===== config.mk =====
export PLATFORM = sky130hd
export DESIGN_NAME = ebst_timing
export DESIGN_NICKNAME = d
export VERILOG_FILES = /design/src/rtl/ebst_timing.v
export VERILOG_INCLUDE_DIRS = /design/src /design/src/include
export SDC_FILE = /design/constraint.sdc
export NUM_CORES = 1
export LEC_CHECK = 0
export BUFFER_PORTS_ARGS = -buffer_cell sky130_fd_sc_hd__buf_2
export CAP_MARGIN = 20
export CELL_PAD_IN_SITES_DETAIL_PLACEMENT = 1
export CELL_PAD_IN_SITES_GLOBAL_PLACEMENT = 1
export CORE_MARGIN = 1
export CORE_UTILIZATION = 25
export CTS_CLUSTER_DIAMETER = 150
export CTS_CLUSTER_SIZE = 20
export DETAILED_ROUTE_END_ITERATION = 8
export GPL_TIMING_DRIVEN = 0
export PLACE_DENSITY = 0.53
export SLEW_MARGIN = 40
export SYNTH_ARGS = -nofsm -noshare
export SYNTH_HDL_FRONTEND = slang
export SYNTH_SLANG_ARGS = --single-unit

===== constraint.sdc =====
create_clock -name sys_clk -period 3.95 [get_ports sys_clk]
set_clock_uncertainty 0.05 [all_clocks]
set_input_delay 0.395 -clock sys_clk [delete_from_list [all_inputs] [get_ports sys_clk]]
set_output_delay 0.395 -clock sys_clk [all_outputs]
set_load 0.02 [all_outputs]

===== src/include/ebst_regs.vh =====
// ebst_regs.vh: register indices, field positions and reset values of the
// expansion bus strobe timing block; byte address is four times the index
`ifndef EBST_REGS_VH
`define EBST_REGS_VH

// register indices
`define EBST_IDX_QUAL 12'hc02
`define EBST_IDX_CS_RECOVERY 12'hc08
`define EBST_IDX_CS_WIDTH 12'hc09
`define EBST_IDX_CS_OFFSET 12'hc0a
`define EBST_IDX_RD_WIDTH 12'hc0b
`define EBST_IDX_RD_OFFSET 12'hc0c
`define EBST_IDX_WR_WIDTH 12'hc0d
`define EBST_IDX_WR_OFFSET 12'hc0e
`define EBST_IDX_ALE_WIDTH 12'hc0f
`define EBST_IDX_ALE_OFFSET 12'hc10
`define EBST_IDX_STATUS 12'hc11

// qualifier field layout: two bits per select, selects 4..0
`define EBST_QUAL_FIELD_W 2
`define EBST_QUAL_NUM_FIELDS 5
`define EBST_QUAL_IMPL_MASK 16'h03ff
`define EBST_QUAL_NONE 2'h0
`define EBST_QUAL_WRITE 2'h1
`define EBST_QUAL_READ 2'h2
`define EBST_QUAL_BOTH 2'h3

// status bits
`define EBST_STAT_IDLE 0
`define EBST_STAT_ACTIVE 1
`define EBST_STAT_RECOVER 2

// reset values
`define EBST_RST_QUAL 16'h0000
`define EBST_RST_TIMING 8'h00

`endif


===== src/rtl/ebst_timing.v =====
// ebst_timing.v: expansion bus cycle timing, chip select qualification and
// its avalon-mm register slave
// assumes the cycle request port and the bus both run on sys_clk
//
// How it works
// two qualifier bits per select, selects 4..0
// 00 none, 01 write, 10 read, 11 both
// single-type qualified select stays off otherwise
// select may drop before its qualifying strobe; here all strobes are cut when the select ends
// recovery lasts programmed value plus one
// select width is programmed value plus one
// select offset is programmed value plus one
// read strobes width is value plus one
// read strobes offset is value plus one
// all timing counted in whole clock periods
// software keeps select span covering all strobes
// software bounds bus cycle length for pci
// software enables select pin functions first
// io target uses io strobes, else memory
// write and latch pulses timed like reads
// common start; recovery before next cycle
//
// Our own choice: the Avalon-MM slave port.
`timescale 1ns/1ps
`include "ebst_regs.vh"

module ebst_timing #(
  parameter NUM_SEL = 8,
  parameter CNT_W = 10
) (
  // clock and reset
  input wire sys_clk,
  input wire rst,
  // avalon-mm register slave
  input wire [13:0] avs_address,
  input wire avs_read,
  input wire avs_write,
  input wire [3:0] avs_byteenable,
  input wire [31:0] avs_writedata,
  output reg [31:0] avs_readdata,
  output reg avs_waitrequest,
  // bus cycle request from the internal host
  input wire cyc_start,
  input wire cyc_write,
  input wire cyc_io,
  input wire [2:0] cyc_sel,
  output reg cyc_ready,
  output reg cyc_done,
  // expansion bus strobes, active high
  output reg [NUM_SEL-1:0] bus_chip_selects,
  output reg io_read_strobe,
  output reg io_write_strobe,
  output reg mem_read_strobe,
  output reg mem_write_strobe,
  output reg address_latch_pulse
);

  localparam [2:0] ST_IDLE = 3'h1;
  localparam [2:0] ST_ACTIVE = 3'h2;
  localparam [2:0] ST_RECOVER = 3'h4;

  //////////////////////////////////////////////////////////////////////////
  // register file

  reg [15:0] cs_strobe_qualifier;
  reg [7:0] cs_recovery_time;
  reg [7:0] cs_pulse_width;
  reg [7:0] cs_assert_offset;
  reg [7:0] read_strobe_width;
  reg [7:0] read_strobe_offset;
  reg [7:0] write_strobe_width;
  reg [7:0] write_strobe_offset;
  reg [7:0] latch_pulse_width;
  reg [7:0] latch_pulse_offset;
  reg [2:0] state_reg;

  wire [11:0] reg_index = avs_address[13:2];
  wire bus_req = avs_read | avs_write;
  // a write lands only on the edge where the master sees waitrequest low
  wire wr_take = avs_write & ~avs_waitrequest;
  // only the five implemented fields may ever be set
  wire [15:0] qual_mask = `EBST_QUAL_IMPL_MASK;

  reg [31:0] rd_value;

  // read mux; unmapped indices read as zero
  always @* begin
    rd_value = 32'h0000_0000;
    case (reg_index)
      `EBST_IDX_QUAL: rd_value = {16'h0000, cs_strobe_qualifier};
      `EBST_IDX_CS_RECOVERY: rd_value = {24'h00_0000, cs_recovery_time};
      `EBST_IDX_CS_WIDTH: rd_value = {24'h00_0000, cs_pulse_width};
      `EBST_IDX_CS_OFFSET: rd_value = {24'h00_0000, cs_assert_offset};
      `EBST_IDX_RD_WIDTH: rd_value = {24'h00_0000, read_strobe_width};
      `EBST_IDX_RD_OFFSET: rd_value = {24'h00_0000, read_strobe_offset};
      `EBST_IDX_WR_WIDTH: rd_value = {24'h00_0000, write_strobe_width};
      `EBST_IDX_WR_OFFSET: rd_value = {24'h00_0000, write_strobe_offset};
      `EBST_IDX_ALE_WIDTH: rd_value = {24'h00_0000, latch_pulse_width};
      `EBST_IDX_ALE_OFFSET: rd_value = {24'h00_0000, latch_pulse_offset};
      `EBST_IDX_STATUS: rd_value = {29'h0000_0000, state_reg};
      default: rd_value = 32'h0000_0000;
    endcase
  end

  // one wait cycle per access, then a single answer cycle
  always @(posedge sys_clk) begin
    if (rst) begin
      avs_waitrequest <= 1'b1;
      avs_readdata <= 32'h0000_0000;
    end else if (bus_req && avs_waitrequest) begin
      avs_waitrequest <= 1'b0;
      avs_readdata <= avs_read ? rd_value : 32'h0000_0000;
    end else begin
      avs_waitrequest <= 1'b1;
    end
  end

  // register writes; unimplemented qualifier bits 15..10 stay zero
  always @(posedge sys_clk) begin
    if (rst) begin
      cs_strobe_qualifier <= `EBST_RST_QUAL;
      cs_recovery_time <= `EBST_RST_TIMING;
      cs_pulse_width <= `EBST_RST_TIMING;
      cs_assert_offset <= `EBST_RST_TIMING;
      read_strobe_width <= `EBST_RST_TIMING;
      read_strobe_offset <= `EBST_RST_TIMING;
      write_strobe_width <= `EBST_RST_TIMING;
      write_strobe_offset <= `EBST_RST_TIMING;
      latch_pulse_width <= `EBST_RST_TIMING;
      latch_pulse_offset <= `EBST_RST_TIMING;
    end else if (wr_take) begin
      if (reg_index == `EBST_IDX_QUAL) begin
        if (avs_byteenable[0])
          cs_strobe_qualifier[7:0] <= avs_writedata[7:0];
        if (avs_byteenable[1])
          cs_strobe_qualifier[15:8] <= avs_writedata[15:8] & qual_mask[15:8];
      end
      if (avs_byteenable[0]) begin
        case (reg_index)
          `EBST_IDX_CS_RECOVERY: cs_recovery_time <= avs_writedata[7:0];
          `EBST_IDX_CS_WIDTH: cs_pulse_width <= avs_writedata[7:0];
          `EBST_IDX_CS_OFFSET: cs_assert_offset <= avs_writedata[7:0];
          `EBST_IDX_RD_WIDTH: read_strobe_width <= avs_writedata[7:0];
          `EBST_IDX_RD_OFFSET: read_strobe_offset <= avs_writedata[7:0];
          `EBST_IDX_WR_WIDTH: write_strobe_width <= avs_writedata[7:0];
          `EBST_IDX_WR_OFFSET: write_strobe_offset <= avs_writedata[7:0];
          `EBST_IDX_ALE_WIDTH: latch_pulse_width <= avs_writedata[7:0];
          `EBST_IDX_ALE_OFFSET: latch_pulse_offset <= avs_writedata[7:0];
          default: ;
        endcase
      end
    end
  end

  //////////////////////////////////////////////////////////////////////////
  // cycle sequencer

  // snapshot of the timing taken at cycle start, so software writes
  // during a cycle cannot tear its waveform
  reg [7:0] cs_off_reg;
  reg [7:0] cs_w_reg;
  reg [7:0] rec_reg;
  reg [7:0] rd_off_reg;
  reg [7:0] rd_w_reg;
  reg [7:0] wr_off_reg;
  reg [7:0] wr_w_reg;
  reg [7:0] ale_off_reg;
  reg [7:0] ale_w_reg;
  reg [9:0] qual_reg;
  reg write_reg;
  reg io_reg;
  reg [2:0] sel_reg;
  reg [CNT_W-1:0] cnt_reg;
  reg [7:0] rec_cnt_reg;

  // a start counts only while ready is shown, so the host knows what was taken
  wire start_take = cyc_start & cyc_ready & state_reg[0];

  // end of select pulse: offset plus one, then width plus one
  wire [CNT_W-1:0] cs_last = {{(CNT_W-8){1'b0}}, cs_off_reg} +
                             {{(CNT_W-8){1'b0}}, cs_w_reg} + {{(CNT_W-1){1'b0}}, 1'b1};

  always @(posedge sys_clk) begin
    if (rst) begin
      state_reg <= ST_IDLE;
      cnt_reg <= {CNT_W{1'b0}};
      rec_cnt_reg <= 8'h00;
      cs_off_reg <= 8'h00;
      cs_w_reg <= 8'h00;
      rec_reg <= 8'h00;
      rd_off_reg <= 8'h00;
      rd_w_reg <= 8'h00;
      wr_off_reg <= 8'h00;
      wr_w_reg <= 8'h00;
      ale_off_reg <= 8'h00;
      ale_w_reg <= 8'h00;
      qual_reg <= 10'h000;
      write_reg <= 1'b0;
      io_reg <= 1'b0;
      sel_reg <= 3'h0;
      cyc_ready <= 1'b0;
      cyc_done <= 1'b0;
    end else begin
      cyc_done <= 1'b0;
      case (state_reg)
        ST_IDLE: begin
          cyc_ready <= ~start_take;
          if (start_take) begin
            // every offset counts from this common start edge
            state_reg <= ST_ACTIVE;
            cnt_reg <= {CNT_W{1'b0}};
            cs_off_reg <= cs_assert_offset;
            cs_w_reg <= cs_pulse_width;
            rec_reg <= cs_recovery_time;
            rd_off_reg <= read_strobe_offset;
            rd_w_reg <= read_strobe_width;
            wr_off_reg <= write_strobe_offset;
            wr_w_reg <= write_strobe_width;
            ale_off_reg <= latch_pulse_offset;
            ale_w_reg <= latch_pulse_width;
            qual_reg <= cs_strobe_qualifier[9:0];
            write_reg <= cyc_write;
            io_reg <= cyc_io;
            sel_reg <= cyc_sel;
          end
        end
        ST_ACTIVE: begin
          cnt_reg <= cnt_reg + {{(CNT_W-1){1'b0}}, 1'b1};
          if (cnt_reg == cs_last) begin
            // select has just completed; strobes are cut here too
            state_reg <= ST_RECOVER;
            rec_cnt_reg <= rec_reg;
          end
        end
        ST_RECOVER: begin
          // programmed value plus one cycles before the next start
          if (rec_cnt_reg == 8'h00) begin
            state_reg <= ST_IDLE;
            cyc_ready <= 1'b1;
            cyc_done <= 1'b1;
          end else begin
            rec_cnt_reg <= rec_cnt_reg - 8'h01;
          end
        end
        default: begin
          state_reg <= ST_IDLE;
          cyc_ready <= 1'b0;
        end
      endcase
    end
  end

  //////////////////////////////////////////////////////////////////////////
  // strobe windows

  // high for count in [off+1, off+w+1], i.e. w+1 cycles after off+1
  function win;
    input [CNT_W-1:0] cnt;
    input [7:0] off;
    input [7:0] w;
    reg [CNT_W-1:0] first;
    reg [CNT_W-1:0] last;
    begin
      first = {{(CNT_W-8){1'b0}}, off} + {{(CNT_W-1){1'b0}}, 1'b1};
      last = first + {{(CNT_W-8){1'b0}}, w};
      win = (cnt >= first) && (cnt <= last);
    end
  endfunction

  // windows are evaluated on the next count so the outputs stay registered
  wire in_active = state_reg[1] && (cnt_reg != cs_last);
  wire [CNT_W-1:0] cnt_next = cnt_reg + {{(CNT_W-1){1'b0}}, 1'b1};
  wire cs_win = in_active && win(cnt_next, cs_off_reg, cs_w_reg);
  wire rd_win = in_active && !write_reg && win(cnt_next, rd_off_reg, rd_w_reg);
  wire wr_win = in_active && write_reg && win(cnt_next, wr_off_reg, wr_w_reg);
  wire ale_win = in_active && win(cnt_next, ale_off_reg, ale_w_reg);
  wire type_strobe = write_reg ? wr_win : rd_win;

  // per-select gating by its qualifier field
  wire [NUM_SEL-1:0] cs_next;
  genvar g;
  generate
    for (g = 0; g < NUM_SEL; g = g + 1) begin : gen_sel
      wire [1:0] field;
      wire type_ok;
      if (g < `EBST_QUAL_NUM_FIELDS) begin : gen_q
        assign field = qual_reg[g*2+1:g*2];
      end else begin : gen_nq
        // selects above 4 have no implemented field here
        assign field = `EBST_QUAL_NONE;
      end
      // write qualifier lives in bit 0, read qualifier in bit 1
      assign type_ok = write_reg ? field[0] : field[1];
      assign cs_next[g] = cs_win && (sel_reg == g) &&
                          ((field == `EBST_QUAL_NONE) || (type_ok && type_strobe));
    end
  endgenerate

  // output flops; io target drives io strobes, memory target memory ones
  always @(posedge sys_clk) begin
    if (rst) begin
      bus_chip_selects <= {NUM_SEL{1'b0}};
      io_read_strobe <= 1'b0;
      io_write_strobe <= 1'b0;
      mem_read_strobe <= 1'b0;
      mem_write_strobe <= 1'b0;
      address_latch_pulse <= 1'b0;
    end else begin
      bus_chip_selects <= cs_next;
      io_read_strobe <= rd_win & io_reg;
      io_write_strobe <= wr_win & io_reg;
      mem_read_strobe <= rd_win & ~io_reg;
      mem_write_strobe <= wr_win & ~io_reg;
      address_latch_pulse <= ale_win;
    end
  end

endmodule


Word-level counts from Yosys, hierarchy flattened --
Index checks and enable logic that the tools add are counted.
Operators by class: add/subtract/negate cells 12, magnitude comparators 8, equal/unequal tests 27, multiplexer cells 21, bitwise operators 13, reductions and logical operators 62
Operators with widths (number):
- == test 12 bit, second input constant | 11
- one-hot mux 10 bit (11 select lines) | 1
- adder 9 x 8 -> 10 bit | 4
- greater-or-equal comparator 10 x 9 -> 1 bit | 4
- less-or-equal comparator 10 bit | 4
- AND reduction 3 bit | 13
- adder 8 x 1 -> 9 bit, second input constant | 4
- 2-to-1 mux 32 bit | 1
- logical AND 1 bit | 30
- one-hot mux 10 bit (2 select lines) | 1
- 2-to-1 mux 8 bit | 2
- one-hot mux 8 bit (2 select lines) | 1
- == test 3 bit, second input constant | 5
- adder 10 x 1 -> 10 bit, second input constant | 1
- adder 9 x 1 -> 10 bit, second input constant | 1
- == test 10 bit | 1
- zero test 2 bit | 5
- 2-to-1 mux 10 bit | 1
- inequality test 10 bit | 1
- adder 8 x 8 -> 9 bit | 1
- == test 3 x 2 -> 1 bit, second input constant | 3
- 2-to-1 mux 1 bit | 9
- 2-to-1 mux 3 bit | 3
- one-hot mux 3 bit (3 select lines) | 1
- 14 further kinds | 35
Word-level totals: flip-flop bits (word level) 238, input port bits 60, output and inout port bits 48, logic and storage cells 180

Depth between registers and ports, before layout --
Gate-level depths: netlist (run 1).
depth after elaboration 10, depth in mapped cells 19, gate-level depth less buffers 19

Least setup slack after synthesis (run 1) --
No wires, ideal clock.
kind register to register, from register wr_off_reg[0], to register bus_chip_selects[1], library setup time 0.103 ns, arrival time 3.541 ns, data required time 3.797 ns, setup slack 0.256 ns, cell stages (with the launch flop) 18, buffers on the path 0, clock period less this slack 3.694 ns, cells stage by stage dfxtp_1 ha_1 xor2_1 ha_1 a21oi_1 o21ai_0 a21oi_1 o21ai_0 a21oi_1 or2_2 ha_1 nand4_1 nor3_1 and3_1 a31oi_1 nor3_4 a41oi_2 a2111oi_2
Between the ends: cells in the longest elaborated chain, start to end 9, elaborated cells between the ends (all ways) 10, those cells by class add/sub (2); order compare (2); mux (1); reduce/logical (5)
Ends and longest elaborated chain:
- from (decl) | RTL line ebst_timing.v:165 | reg [7:0] wr_off_reg;
- from (signal assigned) | RTL line ebst_timing.v:217 | wr_off_reg <= write_strobe_offset;
- adder 8 x 1 -> 9 bit * | RTL line ebst_timing.v:264 | first = {{(CNT_W-8){1'b0}}, off} + {{(CNT_W-1){1'b0}}, 1'b1};
- adder 9 x 8 -> 10 bit | RTL line ebst_timing.v:265 | last = first + {{(CNT_W-8){1'b0}}, w};
- less-or-equal comparator 10 bit | RTL line ebst_timing.v:266 | win = (cnt >= first) && (cnt <= last);
- logical AND 1 bit * | RTL line ebst_timing.v:266
- logical AND 1 bit * | RTL line ebst_timing.v:275 | wire wr_win = in_active && write_reg && win(cnt_next, wr_off_reg, wr_w_reg);
- 2-to-1 mux 1 bit * | RTL line ebst_timing.v:277 | wire type_strobe = write_reg ? wr_win : rd_win;
- logical AND 1 bit * | RTL line ebst_timing.v:295 | ((field == `EBST_QUAL_NONE) || (type_ok && type_strobe));
- logical OR 1 bit * | RTL line ebst_timing.v:295
- logical AND 1 bit * | RTL line ebst_timing.v:294 | assign cs_next[g] = cs_win && (sel_reg == g) &&
- to (signal assigned) | RTL line ebst_timing.v:302 | bus_chip_selects <= {NUM_SEL{1'b0}};
- to (signal assigned) | RTL line ebst_timing.v:309 | bus_chip_selects <= cs_next;
- to (decl) | RTL line ebst_timing.v:50 | output reg [NUM_SEL-1:0] bus_chip_selects,
Every way passes the cells marked *; elsewhere a longest branch is shown, timed or not. A chain may end at the register's enable or synchronous reset.

Final worst setup path (run 1) --
Same ends and word-level chain as after synthesis.

==> results of run 1 <==
area by class of cell:
type	count	area (µm²)	share of cell area, %
plain buffers	99	480	3.16
flip-flops and latches	216	4350	28.6
repair buffers	66	398	2.61
well taps	680	851	5.59
inverters	69	259	1.70
clock inverters	1	30.0	0.197
clock buffers	15	375	2.47
multi-input cells	1218	8470	55.7
logic make-up after synthesis:
family	share of synthesized area (%)
AO/OA/AOI/OAI	17.1
XOR/XNOR	4.65
adder cells (fa/ha/maj)	12.6
buffers and inverters	5.66
flip-flops	33.4
multiplexers	6.45
other	0.0289
AND/OR/NAND/NOR	20.1
cells in the mapped netlist, types with 27 or more instances:
cell type and n:
nand2_1 294, mux2i_1 61, dfxtp_1 216, nor2_1 120, clkbuf_1 57, nand3_1 35, xnor2_1 45, ha_1 123
inv_1 69, o21ai_0 48, a21o_1 27, a21oi_1 177
worst paths after layout:
path	start	end	slack, ns	cells past startpoint
worst max-delay path	wr_off_reg[0]	bus_chip_selects[1]	0.22	19
worst min-delay path	cyc_write	write_reg	0.08	3
worst max register to register	wr_off_reg[0]	bus_chip_selects[1]	0.22	19
worst min register to register	avs_readdata[0]	avs_readdata[0]	0.41	2
power breakdown:
part | total [µW] | internal, µW | switching [µW]
clock | 1540 | 746 | 796
combinational | 356 | 88.3 | 268
sequential | 2200 | 2180 | 16.3
total | 4100 | 3020 | 1080
timing repair:
action                                  in CTS  in global routing
pin swaps                                    8                 29
setup buffers                                8                  9
endpoints found under the setup margin      13                 13
gates resized for setup                     34                 65
critical path: cells and delay by family, from the launching register on:
kind	cells	cell delay, ns
AND/OR/NAND/NOR	4	0.70
flip-flops	1	0.38
buffers and inverters	3	0.27
XOR/XNOR	1	0.16
adder cells (fa/ha/maj)	3	0.93
AO/OA/AOI/OAI	8	1.15
layer usage:
| layer | part of all wire, % | vias to the layer above | global-route usage, % |
|---|---|---|---|
| met3 | 3.0 | 52 | 2.11 |
| li1 | - | 5622 | - |
| met2 | 45 | 141 | 29.0 |
| met5 | 0 | - | 0 |
| met4 | 2.0 | 0 | 3.97 |
| met1 | 50 | 5523 | 24.9 |
per-stage QoR:
stage	cells	power (µW)
finish	2364	4100
global placement	2331	2600
floorplan	1602	2450
detailed placement	2331	2600
CTS	2355	4150
global route	2364	4250
==> flow_summary.yaml, run 1 <==
status:
  status: "complete, no violations"
power_and_ir_drop:
  powerDensity_nw_per_um2: 269
  ir_drop_uv: 189
  power.leakage_uw: 0.00562
clock_network:
  cts_made_buffers: 14
  postCtsHoldBufs: 0
  clock_sinks: 216
  cts_tree: "built"
  root_buffer: "clkbuf_16"
  cts_buffer_depth: 3
  clock_insertion_delay_worst_skew_ns: 0.50
  cts_max_level: 1
  clkTransAtPathRegs_ns: 0.10
synth:
  syn_inst: 1581
  synth_seq_area_share_pct: 33.4
  synth_cell_type_count: 74
  synth_flop_cell: "dfxtp_1"
  syn_area_per_cell_um2: 8.20
  synth_seq_cells: 216
  synth_area_um2: 13000
  synth_top_area_share_pct: 33.4
  synth_top_cell_by_area: "dfxtp_1"
  synth_edf_count: 0
  async_reset_ff_share_pct: 0
  synth_area_leaders: "dfxtp_1, ha_1, nand2_1"
  yosys_warnings: 0
die:
  fp.coreArea_um2: 51300
  ios: 108
  dieArea_um2: 52800
  std_cell_rows: 83
  initial_core_util_pct: 25.3
  die_h_um: 230
  die_x_um: 230
finish:
  drive_gt1_share_pct: 15.2
  fin_util_pct: 29.7
  nets: 1872
  areaGrowthSynthToFinish_pct: 17.4
  fin_area_um2: 15200
  diodes: 0
  num-fill-cells: 6123
  final_common_cell: "nand2_1"
  layout_common_cells: "nand2_1, dfxtp_1, a21oi_1"
global_route:
  antenna_found_initial: 0
  grt_usage_pct: 17.7
  grt-ovfl-total: 0
  grt_pass1_vias: 11600
  grt_pass1_wl_um: 72100
  grt_start_max_net_pins: 21
routing:
  drc: 0
  vias: 11300
  dr.pass1.iters: 7
  drt_wl_total_um: 47300
  ant_nets: 0
  vias_per_cell: 4.80
  detail_route.iter0.violations: 510
  wl_per_cell_um: 20.0
timing:
  hold_viol_final: 0
  min_period_ns: 3.73
  finalCritPeriodShare_pct: 94.5
  fmax_mhz: 268
  relSlewSlack_pct: 43.2
  holdWs_ns: 0.0758
  setup_viol: 0
  rsz0062_at_grt: "true"
  slew_violations: 0
  tightest_slew_ns: 0.852
  fin_tns_setup_ns: 0
  setup_ws_ns: 0.218
placed_design:
  port-buffer-count: 49
  placed_cell_area_um2: 14200
  gp_congestion: 0.825
  dp_hpwl_um: 37400
  place_ws_ns: -0.670
critical_path:
  crit_top_cell: "a21o_1"
  slowest_stage: "dfxtp_4"
  critPathArrivalTime_ns: 4.09
  worstPathMaxFanout: 6
  crit_required_ns: 4.31
  start_kind: "flip-flop"
  slowest_delay_ns: 0.38
  path_cells: "ha_4 -> inv_1 -> fa_2 -> inv_2 -> a21oi_2 -> o21ai_2 -> a21o_1 -> a21o_1 -> a31oi_2 -> xnor2_1 -> ha_1 -> nand4_1 -> nor3_2 -> and3_4 -> a31oi_4 -> nor3_4 -> buf_12 -> a41oi_4 -> a2111oi_2"
  critPathKind: "reg -> reg"
  cp-end-kind: "flip-flop"
hold_path:
  hold_path.class: "in -> reg"
run:
  cap_violations: 0
No activity file was read; power rests on OpenSTA's default activity.
==> inputs of run 2 (changes only) <==
--- a/config.mk
+++ b/config.mk
@@ -16,7 +16,7 @@
 export CTS_CLUSTER_SIZE = 20
 export DETAILED_ROUTE_END_ITERATION = 8
 export GPL_TIMING_DRIVEN = 0
-export PLACE_DENSITY = 0.53
+export PLACE_DENSITY_LB_ADDON = 0.1
 export SLEW_MARGIN = 40
 export SYNTH_ARGS = -nofsm -noshare
 export SYNTH_HDL_FRONTEND = slang
==> flow_summary.yaml, run 2 (synthesis results as in run 1) <==
clock_network:
  clock_insertion_delay_worst_skew_ns: 0.50
  clkTransAtPathRegs_ns: 0.10
  cts_made_buffers: 14
  postCtsHoldBufs: 0
  cts_max_level: 1
  cts_tree: "built"
  root_buffer: "clkbuf_16"
  cts_buffer_depth: 3
  clock_sinks: 216
routing:
  wl_per_cell_um: 20.8
  drt_wl_total_um: 49200
  vias: 11300
  vias_per_cell: 4.78
  detail_route.iter0.violations: 539
  drc: 0
  ant_nets: 0
  dr.pass1.iters: 4
die:
  std_cell_rows: 83
  initial_core_util_pct: 25.3
  dieArea_um2: 52800
  fp.coreArea_um2: 51300
  ios: 108
  die_h_um: 230
  die_x_um: 230
timing:
  setup_viol: 0
  finalCritPeriodShare_pct: 96.4
  tightest_slew_ns: 0.824
  min_period_ns: 3.81
  setup_ws_ns: 0.142
  relSlewSlack_pct: 44.9
  fin_tns_setup_ns: 0
  fmax_mhz: 263
  rsz0062_at_grt: "true"
  slew_violations: 0
  hold_viol_final: 0
power_and_ir_drop:
  ir_drop_uv: 214
  powerDensity_nw_per_um2: 269
  clockPowerShare_pct: 37.8
  p_seq_share_pct: 53.5
  p_comb_share_pct: 8.7
  swShare_pct: 26.6
  power.leakage_uw: 0.00564
  power_switching_uw: 1090
  intPower_uw: 3010
finish:
  fin_area_um2: 15300
  layout_common_cells: "nand2_1, dfxtp_1, a21oi_1"
  fin_util_pct: 29.8
  areaGrowthSynthToFinish_pct: 17.9
  final_cells: 2366
  nets: 1874
  diodes: 0
  final_common_cell: "nand2_1"
  drive_gt1_share_pct: 15.8
global_route:
  grt-ovfl-total: 0
  grt_pass1_wl_um: 73100
  grt_usage_pct: 18.3
  grt_pass1_vias: 11400
  antenna_found_initial: 0
  grt_start_max_net_pins: 21
placed_design:
  dp_hpwl_um: 38900
  port-buffer-count: 49
  gp_congestion: 0.804
  place_ws_ns: -0.641
  placed_cell_area_um2: 14200
  placed_cells: 2332
critical_path:
  cp.depth: 18
  critPathKind: "reg -> reg"
  start_kind: "flip-flop"
  worstPathMaxFanout: 6
  critPathArrivalTime_ns: 4.17
  path_delay_family: "compound AO/OA/AOI/OAI gates"
  cp-end-kind: "flip-flop"
  path_cells: "ha_4 -> xor2_4 -> ha_4 -> a21oi_2 -> o21ai_2 -> a21o_1 -> a21o_1 -> buf_4 -> xnor2_2 -> ha_1 -> nand4_1 -> nor3_2 -> and3_4 -> a31oi_4 -> nor3_4 -> buf_12 -> a41oi_4 -> a2111oi_4"
  crit_required_ns: 4.31
  slowest_delay_ns: 0.41
  slowest_stage: "dfxtp_4"
  worst-path-buf-inv: 2
  reg2regPathDepth: 18
run:
  cap_violations: 0
status:
  status: "complete, no violations"
hold_path:
  hold_path.class: "in -> reg"
  hold_path_depth: 3
-- run 2: changes by cell type in the layout (fill, tap and decap cells not counted), moves of 2 or more --
| cell | change |
|---|---|
| buf_4 | +2 |
| nand3_2 | +2 |
| xor2_4 | +2 |
| xor2_2 | -3 |
| inv_4 | +2 |
| ha_1 | -3 |
| ha_4 | +2 |
| nand3_1 | -2 |
| o21ai_1 | -2 |
| xnor2_2 | +2 |
-- run 2: final cells by class --
cell class	count	area, µm²
Fill cell	6168	36000
Multi-Input combinational cell	1218	8510
Sequential cell	216	4360
Tap cell	680	851
Buffer	99	483
Timing Repair Buffer	68	413
Clock buffer	15	375
Inverter	69	264
Clock inverter	1	30.0
-- run 2: per-stage QoR --
stage	total power [µW]	hold WS, ns
after global routing	4280	0.0767
final	4110	0.0672
after global placement	2610	0.395
after detailed placement	2610	0.398
after floorplan	2450	0.386
after CTS	4200	0.0263
-- run 2: final timing paths --
path | startpoint | end | slack [ns]
worst max register to register | wr_off_reg[0] | bus_chip_selects[1] | 0.14
worst min-delay path | cyc_write | write_reg | 0.07
worst max-delay path | wr_off_reg[0] | bus_chip_selects[1] | 0.14
worst min register to register | avs_readdata[9] | avs_readdata[9] | 0.41
-- run 2: what timing repair did --
item / 4_1_cts / 5_1_grt
buffers inserted: 9 / 9
gates resized for setup: 31 / 78
endpoints found under the setup margin: 12 / 13
hold endpoints to repair: 0 / 0
pin swaps: 10 / 33
-- run 2: power groups by stage --
stage / registers [µW] / logic, µW / clock network (µW)
floorplan: 2250 / 202 / 0
global placement: 2250 / 354 / 0
detailed placement: 2250 / 357 / 0
CTS: 2200 / 363 / 1630
global route: 2200 / 393 / 1690
finish: 2200 / 359 / 1550
-- run 2: layer usage --
metal	vias up	GRT usage, %	share of wire [%]
li1	5636	-	-
met1	5455	26.4	50
met2	173	29.1	44
met3	55	1.54	3.0
met4	0	4.99	2.5
met5	-	0	0
-- run 2: worst min-delay path, cell delays in order --
cell	delay [ns]
buf_2	0.10
nand2_1	0.05
a21oi_1	0.05
==> inputs of run 3 (changes only) <==
--- a/config.mk
+++ b/config.mk
@@ -12,11 +12,12 @@
 export CELL_PAD_IN_SITES_GLOBAL_PLACEMENT = 1
 export CORE_MARGIN = 1
 export CORE_UTILIZATION = 25
+export CTS_BUF_LIST = sky130_fd_sc_hd__clkbuf_16
 export CTS_CLUSTER_DIAMETER = 150
 export CTS_CLUSTER_SIZE = 20
 export DETAILED_ROUTE_END_ITERATION = 8
 export GPL_TIMING_DRIVEN = 0
-export PLACE_DENSITY_LB_ADDON = 0.1
+export PLACE_DENSITY = 0.57
 export SLEW_MARGIN = 40
 export SYNTH_ARGS = -nofsm -noshare
 export SYNTH_HDL_FRONTEND = slang
==> flow_summary.yaml, run 3 (synthesis results as in run 1) <==
status:
  status: "complete, no violations"
routing:
  detail_route.iter0.violations: 519
  ant_nets: 0
  vias_per_cell: 4.79
  vias: 11300
  drc: 0
  dr.pass1.iters: 7
  drt_wl_total_um: 46700
  wl_per_cell_um: 19.7
finish:
  areaGrowthSynthToFinish_pct: 18.4
  diodes: 0
  final_common_cell: "nand2_1"
  fin_area_um2: 15300
  layout_common_cells: "nand2_1, dfxtp_1, a21oi_1"
  final_cells: 2371
  drive_gt1_share_pct: 16.4
  nets: 1879
  fin_util_pct: 29.9
die:
  ios: 108
  initial_core_util_pct: 25.3
  fp.coreArea_um2: 51300
  std_cell_rows: 83
  dieArea_um2: 52800
  die_h_um: 230
  die_x_um: 230
clock_network:
  root_buffer: "clkbuf_16"
  clock_sinks: 216
  clock_insertion_delay_worst_skew_ns: 0.50
  cts_tree: "built"
  clkTransAtPathRegs_ns: 0.09
  cts_made_buffers: 14
  cts_buffer_depth: 3
  cts_max_level: 1
critical_path:
  crit_required_ns: 4.29
  r2r_end: "bus_chip_selects[1]"
  cp-end-kind: "flip-flop"
  critPathKind: "reg -> reg"
  reg2regPathDepth: 16
  start_kind: "flip-flop"
  critPathArrivalTime_ns: 4.20
  reg2reg_slack_ns: 0.08
  worstPathMaxFanout: 6
  r2r-start: "rd_off_reg[0]"
global_route:
  grt_start_max_net_pins: 21
  grt_pass1_wl_um: 70800
  grt-ovfl-total: 0
  grt_pass1_vias: 11700
  antenna_found_initial: 0
  grt_usage_pct: 17.3
timing:
  slew_violations: 0
  fin_tns_setup_ns: 0
  relSlewSlack_pct: 44.7
  tightest_slew_ns: 0.829
  hold_viol_final: 0
  min_period_ns: 3.87
  rsz0062_at_grt: "true"
  fmax_mhz: 259
  setup_viol: 0
  finalCritPeriodShare_pct: 97.9
power_and_ir_drop:
  power.leakage_uw: 0.00565
  powerDensity_nw_per_um2: 266
  ir_drop_uv: 184
  power_uw: 4090
placed_design:
  dp_hpwl_um: 36700
  placed_cell_area_um2: 14200
  placed_cells: 2332
  gp_congestion: 0.852
  port-buffer-count: 49
hold_path:
  hold_start: "avs_writedata[8]"
  hold_path.class: "in -> reg"
  hold_path_depth: 3
  whs_endpoint: "cs_strobe_qualifier[8]"
run:
  cap_violations: 0
## run 3: worst max path at each step
stage                             start             endpoint  slack (ns)  depth (start not counted)
final                     rd_off_reg[0]  bus_chip_selects[1]        0.08                         16
after detailed placement     cnt_reg[0]  bus_chip_selects[1]       -0.92                         13
after floorplan           wr_off_reg[0]  bus_chip_selects[1]        0.26                         17
after global placement       cnt_reg[0]  bus_chip_selects[1]       -1.10                         13
after CTS                 rd_off_reg[0]  bus_chip_selects[1]      -0.007                         16
after global routing      rd_off_reg[0]  bus_chip_selects[2]       -0.08                         17
## run 3: per-layer routing
metal  wire length [µm]  share of wire [%]  vias to the layer above  GRT usage (%)
li1                   -                  -                     5639              -
met1              22700                 49                     5493           23.7
met2              21800                 47                      154           29.4
met3               1030                2.2                       61           1.43
met4               1140                2.4                        0           4.16
met5                  0                  0                        -              0
## run 3: area by class of cell
cell class	instances	area [µm²]
Buffer	99	478
Clock buffer	15	375
Clock inverter	1	30.0
Fill cell	6150	36000
Inverter	69	262
Multi-Input combinational cell	1218	8560
Sequential cell	216	4360
Tap cell	680	851
Timing Repair Buffer	73	437
## run 3: repair_timing
item | 4_1_cts | 5_1_grt
hold buffers | 0 | 0
setup endpoints to repair | 13 | 13
resized for setup | 43 | 81
setup buffers | 10 | 13
pin swaps | 13 | 38
## run 3: worst max-delay path: stages, from the launching register on
cell and delay (ns):
dfxtp_4 0.38, ha_4 0.25, ha_1 0.28, a21o_1 0.20, a21oi_2 0.17, o21ai_1 0.10
a21oi_2 0.19, buf_4 0.14, xor2_2 0.13, ha_1 0.29, a21oi_2 0.13, o21ai_0 0.11
a2111oi_1 0.40, o21ai_1 0.22, a21oi_4 0.21, nand3_1 0.14, a2111oi_4 0.38
## run 3: power by group
part           switching (µW)  internal, µW
clock                     794           746
sequential               15.1          2180
combinational             262          88.4
total                    1070          3020
## run 3: per-stage QoR
step / hold slack, ns / setup slack (ns)
after CTS: 0.0841 / -0.00679
after global placement: 0.395 / -1.10
after floorplan: 0.386 / 0.256
after detailed placement: 0.398 / -0.918
final: 0.0990 / 0.0818
after global routing: 0.0913 / -0.0786
